--- src/hw/hvi_pkg.sv ---
// constants, register map and carrier types for the high-voltage input port control
package hvi_pkg;

   // port geometry
   localparam int unsigned NUM_PINS   = 2;
   localparam int unsigned ADR_W      = 14;
   localparam int unsigned IDX_W      = 12;
   localparam int unsigned DAT_W      = 32;
   localparam int unsigned REG_W      = 8;

   // register indices, byte address is four times the index
   localparam logic [IDX_W-1:0] IDX_INPUT_STATE   = 12'h331;
   localparam logic [IDX_W-1:0] IDX_PULL_SELECT   = 12'h332;
   localparam logic [IDX_W-1:0] IDX_EDGE_POLARITY = 12'h333;
   localparam logic [IDX_W-1:0] IDX_CONV_BYPASS   = 12'h334;
   localparam logic [IDX_W-1:0] IDX_DIRECT_CONN   = 12'h335;
   localparam logic [IDX_W-1:0] IDX_DIGITAL_EN    = 12'h336;
   localparam logic [IDX_W-1:0] IDX_IRQ_STATUS    = 12'h337;
   localparam logic [IDX_W-1:0] IDX_IRQ_MASK      = 12'h338;

   // field layout: pin bits sit at 1 down to 0
   localparam int unsigned PIN_LSB = 0;
   localparam int unsigned PIN_MSB = 1;

   // reset values
   localparam logic [NUM_PINS-1:0] RST_PULL_SELECT   = 2'h0;
   localparam logic [NUM_PINS-1:0] RST_EDGE_POLARITY = 2'h0;
   localparam logic [NUM_PINS-1:0] RST_CONV_BYPASS   = 2'h0;
   localparam logic [NUM_PINS-1:0] RST_DIRECT_CONN   = 2'h0;
   localparam logic [NUM_PINS-1:0] RST_DIGITAL_EN    = 2'h0;
   localparam logic [NUM_PINS-1:0] RST_IRQ_STATUS    = 2'h0;
   localparam logic [NUM_PINS-1:0] RST_IRQ_MASK      = 2'h0;
   localparam logic [NUM_PINS-1:0] RST_SYNC          = 2'h3;

   // software-owned per-pin configuration
   typedef struct packed {
      logic [NUM_PINS-1:0] pull_select;
      logic [NUM_PINS-1:0] edge_polarity;
      logic [NUM_PINS-1:0] converter_bypass;
      logic [NUM_PINS-1:0] direct_connect;
      logic [NUM_PINS-1:0] digital_input_enable;
   } hvi_cfg_t;

   // controls driven toward the analog pad
   typedef struct packed {
      logic [NUM_PINS-1:0] input_buffer_enable;
      logic [NUM_PINS-1:0] pullup_enable;
      logic [NUM_PINS-1:0] pulldown_enable;
      logic [NUM_PINS-1:0] direct_connect;
      logic [NUM_PINS-1:0] converter_bypass;
   } hvi_pad_t;

endpackage

--- src/hw/hvi_port_input_control.sv ---
// register file, pad control, input synchroniser and edge interrupt for two high-voltage pins
// Operation
// - digital mode reads synchronized pin state
// - otherwise input bit reads one; here analog test override in run without direct connection reads the pin too
// - input register read-only, upper bits zero
// - only two pin bits, 1 down to 0
// - analog pulldown default, pullup when enabled
// - pull select one pullup, zero pulldown; here pullup also needs test enable in run, else pulldown
// - polarity one rising, zero falling edge
// - bypass acts only with direct connection
// - bypass one skips impedance converter
// - direct connection acts only in analog
// - direct one skips voltage divider
// - digital enable one turns buffer on
// - analog forces buffer off in run
// - digital enable zero disables input
// - test enable forces buffer in run; here only in analog mode and without direct connection
// - analog mode overrides digital input buffer; here only in run, in stop the buffer follows digital enable
//
// Chosen here: the Wishbone interface to the registers.
`timescale 1ns/1ps

module hvi_port_input_control #(
   parameter int unsigned NUM_PINS = hvi_pkg::NUM_PINS
) (
   // clock and reset
   input  wire logic                       sys_clk,
   input  wire logic                       sys_rst,
   // classic wishbone slave
   input  wire logic [hvi_pkg::ADR_W-1:0]  wb_adr_i,
   input  wire logic [hvi_pkg::DAT_W-1:0]  wb_dat_i,
   input  wire logic [3:0]                 wb_sel_i,
   input  wire logic                       wb_we_i,
   input  wire logic                       wb_cyc_i,
   input  wire logic                       wb_stb_i,
   output logic      [hvi_pkg::DAT_W-1:0]  wb_dat_o,
   output logic                            wb_ack_o,
   // neighbouring port controls
   input  wire logic [1:0]                 analog_mode_enable,
   input  wire logic [1:0]                 input_buffer_test_enable,
   input  wire logic                       reduced_power_stop,
   // pad side
   input  wire logic [1:0]                 high_voltage_input_pin,
   output hvi_pkg::hvi_pad_t               pad_ctrl,
   // interrupt
   output logic                            irq
);

   hvi_pkg::hvi_cfg_t   cfg;
   logic [1:0]          irq_status;
   logic [1:0]          irq_mask;
   logic [1:0]          sync_meta;
   logic [1:0]          sync_pin;
   logic [1:0]          sync_prev;
   logic [1:0]          live_read;
   logic [1:0]          input_state;
   logic [1:0]          edge_event;
   logic [1:0]          run_test;
   logic [1:0]          next_ibe;
   logic [1:0]          next_pullup;
   logic [1:0]          next_direct;
   logic [hvi_pkg::IDX_W-1:0] idx;
   logic                bus_req;
   logic                wr_take;
   logic [1:0]          wr_bits;
   logic [hvi_pkg::DAT_W-1:0] next_rdata;

   function automatic logic hit(input logic [hvi_pkg::IDX_W-1:0] a,
                                input logic [hvi_pkg::IDX_W-1:0] r);
      hit = (a == r);
   endfunction

   // ---------------- bus slave ----------------
   assign idx     = wb_adr_i[hvi_pkg::ADR_W-1:2];
   assign bus_req = wb_cyc_i & wb_stb_i;
   // write lands on the same edge at which the master sees ack
   assign wr_take = bus_req & wb_we_i & wb_ack_o & wb_sel_i[0];
   assign wr_bits = wb_dat_i[hvi_pkg::PIN_MSB:hvi_pkg::PIN_LSB];

   // one wait state, ack dropped the cycle after it is given
   always_ff @(posedge sys_clk) begin
      if (sys_rst) begin
         wb_ack_o <= 1'b0;
      end else begin
         wb_ack_o <= bus_req & ~wb_ack_o;
      end
   end

   always_comb begin
      next_rdata = '0;
      if (hit(idx, hvi_pkg::IDX_INPUT_STATE)) begin
         next_rdata[1:0] = input_state;
      end else if (hit(idx, hvi_pkg::IDX_PULL_SELECT)) begin
         next_rdata[1:0] = cfg.pull_select;
      end else if (hit(idx, hvi_pkg::IDX_EDGE_POLARITY)) begin
         next_rdata[1:0] = cfg.edge_polarity;
      end else if (hit(idx, hvi_pkg::IDX_CONV_BYPASS)) begin
         next_rdata[1:0] = cfg.converter_bypass;
      end else if (hit(idx, hvi_pkg::IDX_DIRECT_CONN)) begin
         next_rdata[1:0] = cfg.direct_connect;
      end else if (hit(idx, hvi_pkg::IDX_DIGITAL_EN)) begin
         next_rdata[1:0] = cfg.digital_input_enable;
      end else if (hit(idx, hvi_pkg::IDX_IRQ_STATUS)) begin
         next_rdata[1:0] = irq_status;
      end else if (hit(idx, hvi_pkg::IDX_IRQ_MASK)) begin
         next_rdata[1:0] = irq_mask;
      end
   end

   // unmapped addresses answer with zero
   always_ff @(posedge sys_clk) begin
      if (sys_rst) begin
         wb_dat_o <= '0;
      end else if (bus_req & ~wb_ack_o) begin
         wb_dat_o <= next_rdata;
      end
   end

   // input state register has no write path at all
   always_ff @(posedge sys_clk) begin
      if (sys_rst) begin
         cfg.pull_select          <= hvi_pkg::RST_PULL_SELECT;
         cfg.edge_polarity        <= hvi_pkg::RST_EDGE_POLARITY;
         cfg.converter_bypass     <= hvi_pkg::RST_CONV_BYPASS;
         cfg.direct_connect       <= hvi_pkg::RST_DIRECT_CONN;
         cfg.digital_input_enable <= hvi_pkg::RST_DIGITAL_EN;
         irq_mask                 <= hvi_pkg::RST_IRQ_MASK;
      end else if (wr_take) begin
         if (hit(idx, hvi_pkg::IDX_PULL_SELECT)) begin
            cfg.pull_select <= wr_bits;
         end
         if (hit(idx, hvi_pkg::IDX_EDGE_POLARITY)) begin
            cfg.edge_polarity <= wr_bits;
         end
         if (hit(idx, hvi_pkg::IDX_CONV_BYPASS)) begin
            cfg.converter_bypass <= wr_bits;
         end
         if (hit(idx, hvi_pkg::IDX_DIRECT_CONN)) begin
            cfg.direct_connect <= wr_bits;
         end
         if (hit(idx, hvi_pkg::IDX_DIGITAL_EN)) begin
            cfg.digital_input_enable <= wr_bits;
         end
         if (hit(idx, hvi_pkg::IDX_IRQ_MASK)) begin
            irq_mask <= wr_bits;
         end
      end
   end

   // ---------------- pad control ----------------
   assign run_test = input_buffer_test_enable & ~{2{reduced_power_stop}};

   always_comb begin
      // buffer follows enable unless analog in run mode takes it
      if (reduced_power_stop) begin
         next_ibe = cfg.digital_input_enable;
      end else begin
         next_ibe = (cfg.digital_input_enable & ~analog_mode_enable)
                  | (analog_mode_enable & run_test & ~cfg.direct_connect);
      end
      next_pullup = analog_mode_enable & cfg.pull_select & run_test;
      next_direct = analog_mode_enable & cfg.direct_connect;
   end

   // registered so the pad never sees decode glitches
   always_ff @(posedge sys_clk) begin
      if (sys_rst) begin
         pad_ctrl <= '0;
      end else begin
         pad_ctrl.input_buffer_enable <= next_ibe;
         pad_ctrl.pullup_enable       <= next_pullup;
         pad_ctrl.pulldown_enable     <= analog_mode_enable & ~next_pullup;
         pad_ctrl.direct_connect      <= next_direct;
         pad_ctrl.converter_bypass    <= next_direct & cfg.converter_bypass;
      end
   end

   // ---------------- input path ----------------
   // first stage feeds only the second
   always_ff @(posedge sys_clk) begin
      if (sys_rst) begin
         sync_meta <= hvi_pkg::RST_SYNC;
         sync_pin  <= hvi_pkg::RST_SYNC;
         sync_prev <= hvi_pkg::RST_SYNC;
      end else begin
         sync_meta <= high_voltage_input_pin;
         sync_pin  <= sync_meta;
         sync_prev <= sync_pin;
      end
   end

   // live only in digital mode or test override in run
   assign live_read   = (cfg.digital_input_enable & ~analog_mode_enable)
                      | (analog_mode_enable & run_test & ~cfg.direct_connect);
   assign input_state = (live_read & sync_pin) | ~live_read;

   // ---------------- interrupt ----------------
   assign edge_event = live_read
                     & ((cfg.edge_polarity  & sync_pin  & ~sync_prev)
                     |  (~cfg.edge_polarity & ~sync_pin & sync_prev));

   // a new edge outranks a simultaneous write-one clear
   always_ff @(posedge sys_clk) begin
      if (sys_rst) begin
         irq_status <= hvi_pkg::RST_IRQ_STATUS;
      end else begin
         irq_status <= (irq_status
                       & ~({2{wr_take & hit(idx, hvi_pkg::IDX_IRQ_STATUS)}} & wr_bits))
                       | edge_event;
      end
   end

   assign irq = |(irq_status & irq_mask);
endmodule

--- config.mk ---
export PLATFORM = sky130hd
export DESIGN_NAME = hvi_port_input_control
export DESIGN_NICKNAME = d
export VERILOG_FILES = /design/src/hw/hvi_pkg.sv /design/src/hw/hvi_port_input_control.sv
export SDC_FILE = /design/constraint.sdc
export NUM_CORES = 1
export LEC_CHECK = 0
export BUFFER_PORTS_ARGS = -buffer_cell sky130_fd_sc_hd__buf_4
export CAP_MARGIN = 5
export CORE_UTILIZATION = 43
export CTS_BUF_LIST = sky130_fd_sc_hd__clkbuf_16
export DETAILED_ROUTE_END_ITERATION = 16
export PLACE_DENSITY = 0.8
export SYNTH_ARGS = -nofsm -noshare
export SYNTH_HDL_FRONTEND = slang
export SYNTH_SLANG_ARGS = --single-unit
export TNS_END_PERCENT = 1
--- constraint.sdc ---
create_clock -name sys_clk -period 2.23 [get_ports sys_clk]
set_input_delay 0.446 -clock sys_clk [delete_from_list [all_inputs] [get_ports sys_clk]]
set_output_delay 0.446 -clock sys_clk [all_outputs]
set_load 0.02 [all_outputs]
Word-level counts from Yosys, hierarchy flattened
Index checks and enable logic that the tools add are counted.
{"block": "classes", "eq_ne": 8, "n_mux": 9, "bitwise": 38, "n_reduce_logical": 7}
{"cell": "$eq 12x10->1 const B", "n": 8}
{"cell": "$and 2x2->2", "n": 18}
{"cell": "$mux 2", "n": 9}
{"cell": "$not 2->2", "n": 9}
{"cell": "$reduce_and 2->1", "n": 6}
{"cell": "$or 2x2->2", "n": 4}
{"cell": "$and 1x1->1", "n": 6}
{"cell": "$reduce_or 2->1", "n": 1}
{"cell": "$not 1->1", "n": 1}
{"block": "totals", "register_bits": 33, "input_bits": 62, "out_inout_bits": 44, "word_cells": 79}

Logic depth before layout (Yosys ltp)
Gate-level depths: netlist of run 1.
{"block": "logic_depth", "ltp_word": 9, "ltp_mapped": 6, "ltp_nobuf": 5}

Worst setup path before layout of run 1
OpenSTA, ideal clock, no wires.
{"block": "synth_path", "kind": "in2reg", "startpoint": "input wb_adr_i[4] (netlist name)", "endpoint": "register irq_mask[1]", "setup_ns": 0.128, "arrival_time_ns": 1.596, "required_ns": 2.102, "path_slack_ns": 0.506, "stages": 6, "path_buffers": 1, "cell_sequence": "buf_6 or4b_1 nor3_2 and2_1 mux2i_1 nor2_1"}
{"block": "synth_between", "elab_chain_len": 2}
{"element": "start: declaration", "line": "hvi_port_input_control.sv:30", "rtl": "input wire logic [hvi_pkg::ADR_W-1:0] wb_adr_i,"}
{"element": "$eq 12x10->1", "line": "hvi_port_input_control.sv:70", "rtl": "hit = (a == r);"}
{"element": "$reduce_and 2->1 (no line)"}
{"element": "end signal: assignment", "line": "hvi_port_input_control.sv:127", "rtl": "irq_mask <= hvi_pkg::RST_IRQ_MASK;"}
{"element": "end signal: assignment", "line": "hvi_port_input_control.sv:145", "rtl": "irq_mask <= wr_bits;"}
{"element": "end: declaration", "line": "hvi_port_input_control.sv:51", "rtl": "logic [1:0] irq_mask;"}
No other way between the ends.
A chain may end at the register's enable or synchronous reset.

Worst setup path in the final report of run 1
{"block": "layout_path", "startpoint": "input wb_adr_i[3] (netlist name)", "endpoint": "register irq_mask[0]"}
Same word-level chain as after synthesis.

==> results of run 1 <==
## cell families after synthesis
family / synth area share (%)
simple gates: 24.3
buf+inv: 16.9
flops: 37.9
compound gates: 12.1
mux: 8.61
other cells: 0.215
## stage by stage
step / setup slack [ps] / hold slack (ps) / util [%] / cell area (um2) / total power [mW]
2_1_floorplan: 506 / 389 / - / 1850 / 0.755
3_3_place_gp: 298 / 393 / 52.0 / 1960 / 0.768
3_5_place_dp: 299 / 397 / 52.0 / 1960 / 0.771
4_1_cts: 573 / 353 / 55.5 / 2090 / 1.39
5_1_grt: 462 / 358 / 55.5 / 2090 / 1.43
6_report: 566 / 355 / 55.5 / 2090 / 1.38
## power by group through the flow
stage,Clock [mW],Combinational (mW),Sequential [mW]
floorplan,0,0.136,0.619
global placement,0,0.153,0.615
detailed placement,0,0.156,0.615
CTS,0.628,0.157,0.603
global route,0.654,0.171,0.604
finish,0.618,0.158,0.604
## synthesized netlist by cell type (5+ instances only)
cell type,n
nand4_1,5
clkbuf_1,5
nor2b_1,7
inv_1,9
nor2_1,25
buf_4,30
mux2i_1,15
nand2_1,11
or2_2,6
o21ai_0,10
dfxtp_1,33
a21oi_1,8
## registers in the layout, summed over array words and instances, names as in the netlist
name	cells
wb_ack_o	1
sync_prev	2
wb_dat_o	2
pad_ctrl	10
cfg	10
sync_meta	2
sync_pin	2
irq_mask	2
irq_status	2
## final cells by class
class | instances | share of cell area (%)
tap | 48 | 2.87
timing repair buffer | 41 | 14.7
clock buffer | 5 | 5.98
multi-input combinational | 152 | 42.9
clock inverter | 2 | 0.359
sequential | 33 | 31.6
inverter | 9 | 1.61
## worst paths after layout
path / cells after the start / slack [ps] / endpoint
hold reg to reg: 1 / 410 / sync_pin[1]
hold / removal: 2 / 360 / sync_meta[1]
setup reg to reg: 5 / 700 / cfg[1]
setup / recovery: 6 / 570 / irq_mask[0]
## routing by layer
metal	global-route usage, %	vias to the layer above	share of wire [%]
met3	6.25	14	8.3
li1	-	707	-
met2	28.1	70	48
met4	9.24	0	3.4
met5	0	-	0
met1	19.9	647	40
==> qor.csv, run 1 <==
stage,metric,value,unit
final_layout,final_cells,290,
synth,synth_flop_cell,dfxtp_1,
sta,fmax,601,MHz
final_layout,nFillCells,343,
drt,drc_errors,0,
drt,drt-initial-drc-count,80,
power_and_ir_drop,combPwrFrac,11.4,%
final_layout,area_delta_synth_final,20.0,%
critical_path,crit_path_end_kind,flop,
drt,post_drt_wl_per_cell,12.3,um
die,die_y,65.7,um
synth,ys_warn_count,0,
clocking,clk_latency,270,ps
critical_path,r2r_start,wb_ack_o,
clocking,cts_root_buffer,clkbuf_16,
synth,synth_area_leader_cell,dfxtp_1,
clocking,post_cts_resize_count,0,
sta,fin_crit,1660,ps
synth,mappedNetlistArea,1740,um2
synth,synthCells,202,
synth,ys_seq_area_share,37.9,%
drt,vias,1438,
clocking,numCtsBuffers,5,
drt,ant_nets,0,
power_and_ir_drop,ir_worst_vdd,0.000355,V
critical_path,critPathMaxFanout,15,
power_and_ir_drop,p_clk_share,44.8,%
synth,synth_area_leaders,"dfxtp_1 (38%), buf_4 (13%), mux2i_1 (8.6%), nor2_1 (5.4%), o21ai_0 (2.9%)",
global_routing,grt_start_max_net_pins,28,
place,dp.cells,283,
worst_hold_path,min_from,high_voltage_input_pin[1],
synth,ys_ff_latch,33,
drt,wirelength,3570,um
final_layout,final_nets,304,
sta,tns,0,ps
final_layout,drive_gt1_share,24.0,%
synth,yosys.area.top_type_share,37.9,%
worst_hold_path,hp-class,in -> reg,
critical_path,crit_type,in -> reg,
final_layout,ff_latch_area,661,um2
sta,post-route-period-util,74.6,%
sta,hold_violations,0,
global_routing,antenna_found_initial,0,
synth,ys_types,39,
place,place_congestion,0.839,
die,die_area,4320,um2
die,initial_core_util,46.3,%
synth,synth-async-reset-ratio,0,%
critical_path,cp_slowest_stage_delay,550,ps
clocking,cts_sinks,33,
global_routing,globalRouteTotalUtil,17.4,%
final_layout,antenna_cells,0,
global_routing,grt_pass1_vias,1230,
place,io_buffers,40,
sta,rsz0062_at_grt,false,
power_and_ir_drop,powerDensity,659,nW/um2
power_and_ir_drop,p_leak,0.968,nW
power_and_ir_drop,p_switching,0.327,mW
synth,synth_edf_count,0,
critical_path,cp.arrival,1820,ps
final_layout,layout_common_cells,"buf_4 (41), dfxtp_1 (33), conb_1 (30)",
critical_path,crit_family,simple AND/OR/NAND/NOR gates,
drt,dr.pass1.iters,4,
critical_path,startpoint,wb_adr_i[3],
die,io_pins,106,
clocking,hold_buffers,0,
place,hpwl,2610,um
critical_path,critical_path_buf_inv_count,1,
clocking,cts_setup_buffers,0,
power_and_ir_drop,switching_share,23.7,%
clocking,cts_tree,yes,
critical_path,cp-start-kind,primary input,
critical_path,path_cells,buf_4 -> or4b_1 -> nor3_2 -> and2_1 -> mux2i_1 -> nor2_1,
die,rows,22,
global_routing,grt_pass1_wl,5580,um
power_and_ir_drop,power.share.sequential,43.8,%
run,maxCapViolCount,0,
power_and_ir_drop,internal_power,1.05,mW
clocking,cts_max_level,2,
die,die_width,65.7,um
clocking,clkSlewWorstSetupHoldPaths,50,ps
critical_path,cp_slowest_cell,or4b_1,
run_status,outcome,"complete, no violations",
synth,syn_area_per_cell,8.63,um2
die,core,3770,um2
global_routing,gr-total-overflow,0,
critical_path,required,2380,ps
sta,clock_skew,4.17,ps
sta,final-setup-viol-count,0,
sta,drv_slew,0,
drt,routed_via_density,4.96,
final_layout,final_common_cell,buf_4,
clocking,cts_buffer_depth,2,
final_layout,multiInputGateArea,898,um2
Note: power is estimated with default switching activity, not from simulation.
==> inputs of run 2 (changes only) <==
Clock period 2.23 ns to 1.58 ns, I/O delays scaled along.
==> run 2 against run 1 <==
Clock skew barely moved. Clock power rose by 49%. Via count rose by 4.4%. Critical path depth did not move. Global-route usage rose by 0.71 points. Hold slack got worse by 140 ps. Non-clock buffer count rose by 10. Register-to-register slack got worse by 580 ps. Setup slack got worse by 450 ps. Combinational power rose by 49%. Design area rose by 4.2%. Critical endpoint is now wb_dat_o[0]. Highest routed layer unchanged.
==> qor.csv, run 2 (synthesis gave the netlist of run 1 again) <==
stage,metric,value,unit,change
run_status,outcome,"complete, no violations",,
final_layout,nFillCells,346,,+0.87%
die,die_area,4320,um2,unchanged
sta,fmax,685,MHz,
final_layout,final_nets,314,,+3.3%
critical_path,cp_slowest_cell,or4b_1,,
clocking,cts_setup_buffers,0,,unchanged
global_routing,grt_start_max_net_pins,28,,unchanged
critical_path,required,1770,ps,-610 ps
sta,drv_slew,0,,unchanged
sta,final-setup-viol-count,0,,unchanged
drt,post_drt_wl_per_cell,12.2,um,-1.1%
global_routing,globalRouteTotalUtil,18.1,%,+0.71 points
global_routing,grt_pass1_wl,5830,um,+4.4%
sta,fin_hold_ws,220,ps,-136 ps
sta,fin_crit,1460,ps,
global_routing,gr-total-overflow,0,,unchanged
critical_path,startpoint,wb_adr_i[3],,
final_layout,ff_latch_area,661,um2,unchanged
power_and_ir_drop,power.share.sequential,42.4,%,-1.4 points
final_layout,area_delta_synth_final,25.0,%,
sta,clock_skew,4.65,ps,+0.476 ps
global_routing,grt_pass1_vias,1320,,+7.3%
worst_hold_path,hp-class,in -> reg,,
final_layout,final_core_util,57.8,%,+2.3 points
critical_path,cp_slowest_stage_delay,550,ps,about the same
critical_path,crit_path_end_kind,flop,,
die,rows,22,,unchanged
place,dp.cells,293,,+3.5%
global_routing,antenna_found_initial,0,,unchanged
final_layout,drive_gt1_share,28.5,%,+4.5 points
critical_path,r2r_start,cfg[3],,
sta,post-route-period-util,92.4,%,
power_and_ir_drop,p_leak,1.02,nW,+5.2%
drt,wirelength,3670,um,+2.7%
clocking,clkSlewWorstSetupHoldPaths,50,ps,about the same
clocking,cts_max_level,2,,unchanged
clocking,post_cts_resize_count,0,,unchanged
critical_path,cp.arrival,1650,ps,-170 ps
critical_path,crit_type,in -> reg,,
final_layout,layout_common_cells,"buf_4 (51), dfxtp_1 (33), conb_1 (30)",,
power_and_ir_drop,internal_power,1.51,mW,+43%
final_layout,final_common_cell,buf_4,,
sta,hold_violations,0,,unchanged
drt,routed_via_density,4.99,,+0.57%
die,die_y,65.7,um,unchanged
power_and_ir_drop,p_switching,0.496,mW,+52%
critical_path,crit_family,simple AND/OR/NAND/NOR gates,,
place,io_buffers,40,,unchanged
critical_path,path_cells,buf_4 -> or4b_1 -> nor3_2 -> a32o_1 -> a21oi_1 -> a211oi_1,,
final_layout,top_regs,"cfg: 10 flops, pad_ctrl: 10 flops",,
clocking,hold_buffers,0,,unchanged
place,place_congestion,0.834,,-0.64%
clocking,cts_root_buffer,clkbuf_16,,
drt,dr.pass1.iters,4,,unchanged
clocking,cts_buffer_depth,2,,unchanged
drt,drt-initial-drc-count,99,,+24%
drt,ant_nets,0,,unchanged
run,maxCapViolCount,0,,unchanged
die,initial_core_util,46.3,%,unchanged
critical_path,cp-start-kind,primary input,,
place,hpwl,2660,um,+2.1%
critical_path,critPathMaxFanout,3,,-12
power_and_ir_drop,switching_share,24.7,%,+1.0 points
worst_hold_path,min_from,high_voltage_input_pin[0],,
final_layout,final_cells,301,,+3.8%
critical_path,critical_path_buf_inv_count,1,,unchanged
die,io_pins,106,,unchanged
clocking,cts_tree,yes,,
clocking,numCtsBuffers,5,,unchanged
clocking,cts_sinks,33,,unchanged
power_and_ir_drop,ir_worst_vdd,0.000468,V,+32%
power_and_ir_drop,powerDensity,919,nW/um2,+40%
drt,drc_errors,0,,unchanged
final_layout,antenna_cells,0,,unchanged
drt,vias,1501,,+4.4%
power_and_ir_drop,p_clk_share,45.9,%,+1.1 points
sta,rsz0062_at_grt,false,,
die,die_width,65.7,um,unchanged
clocking,clk_latency,280,ps,about the same
final_layout,multiInputGateArea,901,um2,+0.28%
die,core,3770,um2,unchanged
power_and_ir_drop,combPwrFrac,11.7,%,+0.3 points
==> run 2: cell types whose count changed in the layout (fill, tap and decap cells not counted), sizes merged <==
cell	delta
clkinvlp	+1
inv	-1
clkinv	+1
buf	+10
==> run 2: layer usage <==
layer	global-route usage, %	part of all wire, %
met2	28.2	47
met4	8.42	2.3
met1	21.3	42
met5	0	0
met3	7.81	8.1
==> run 2: worst paths after layout <==
kind	slack, ps	to	cells past startpoint
setup / recovery	120	wb_dat_o[0]	6
hold / removal	220	sync_meta[0]	2
setup reg to reg	120	wb_dat_o[1]	5
hold reg to reg	410	sync_pin[1]	1
==> run 2: per-stage QoR <==
step,power [mW],setup slack [ps],area [um2],TNS [ps]
after CTS,2.02,135,2180,0
after floorplan,1.07,3.85,1860,0
after global placement,1.09,-151,2040,-1100
after global routing,2.08,39.5,2180,0
after detailed placement,1.10,-143,2040,-1340
final,2.00,121,2180,0
==> run 2: power by group through the flow <==
stage	Clock, mW	Combinational [mW]	Sequential, mW
final	0.920	0.235	0.850
after global routing	0.974	0.254	0.851
after CTS	0.938	0.232	0.850
after detailed placement	0	0.230	0.868
after global placement	0	0.227	0.868
after floorplan	0	0.192	0.873
==> run 2: area by class of cell <==
class / count / area share [%]
tap: 48 / 2.75
clock inverter: 3 / 0.803
multi-input combinational: 152 / 41.3
clock buffer: 5 / 5.74
timing repair buffer: 51 / 17.6
inverter: 9 / 1.55
sequential: 33 / 30.3
==> run 2: worst register-to-register path, delay by kind of cell, from the launching register on <==
kind	cells	cell delay, ps
compound gates	4	850
flops	1	360
simple gates	1	150
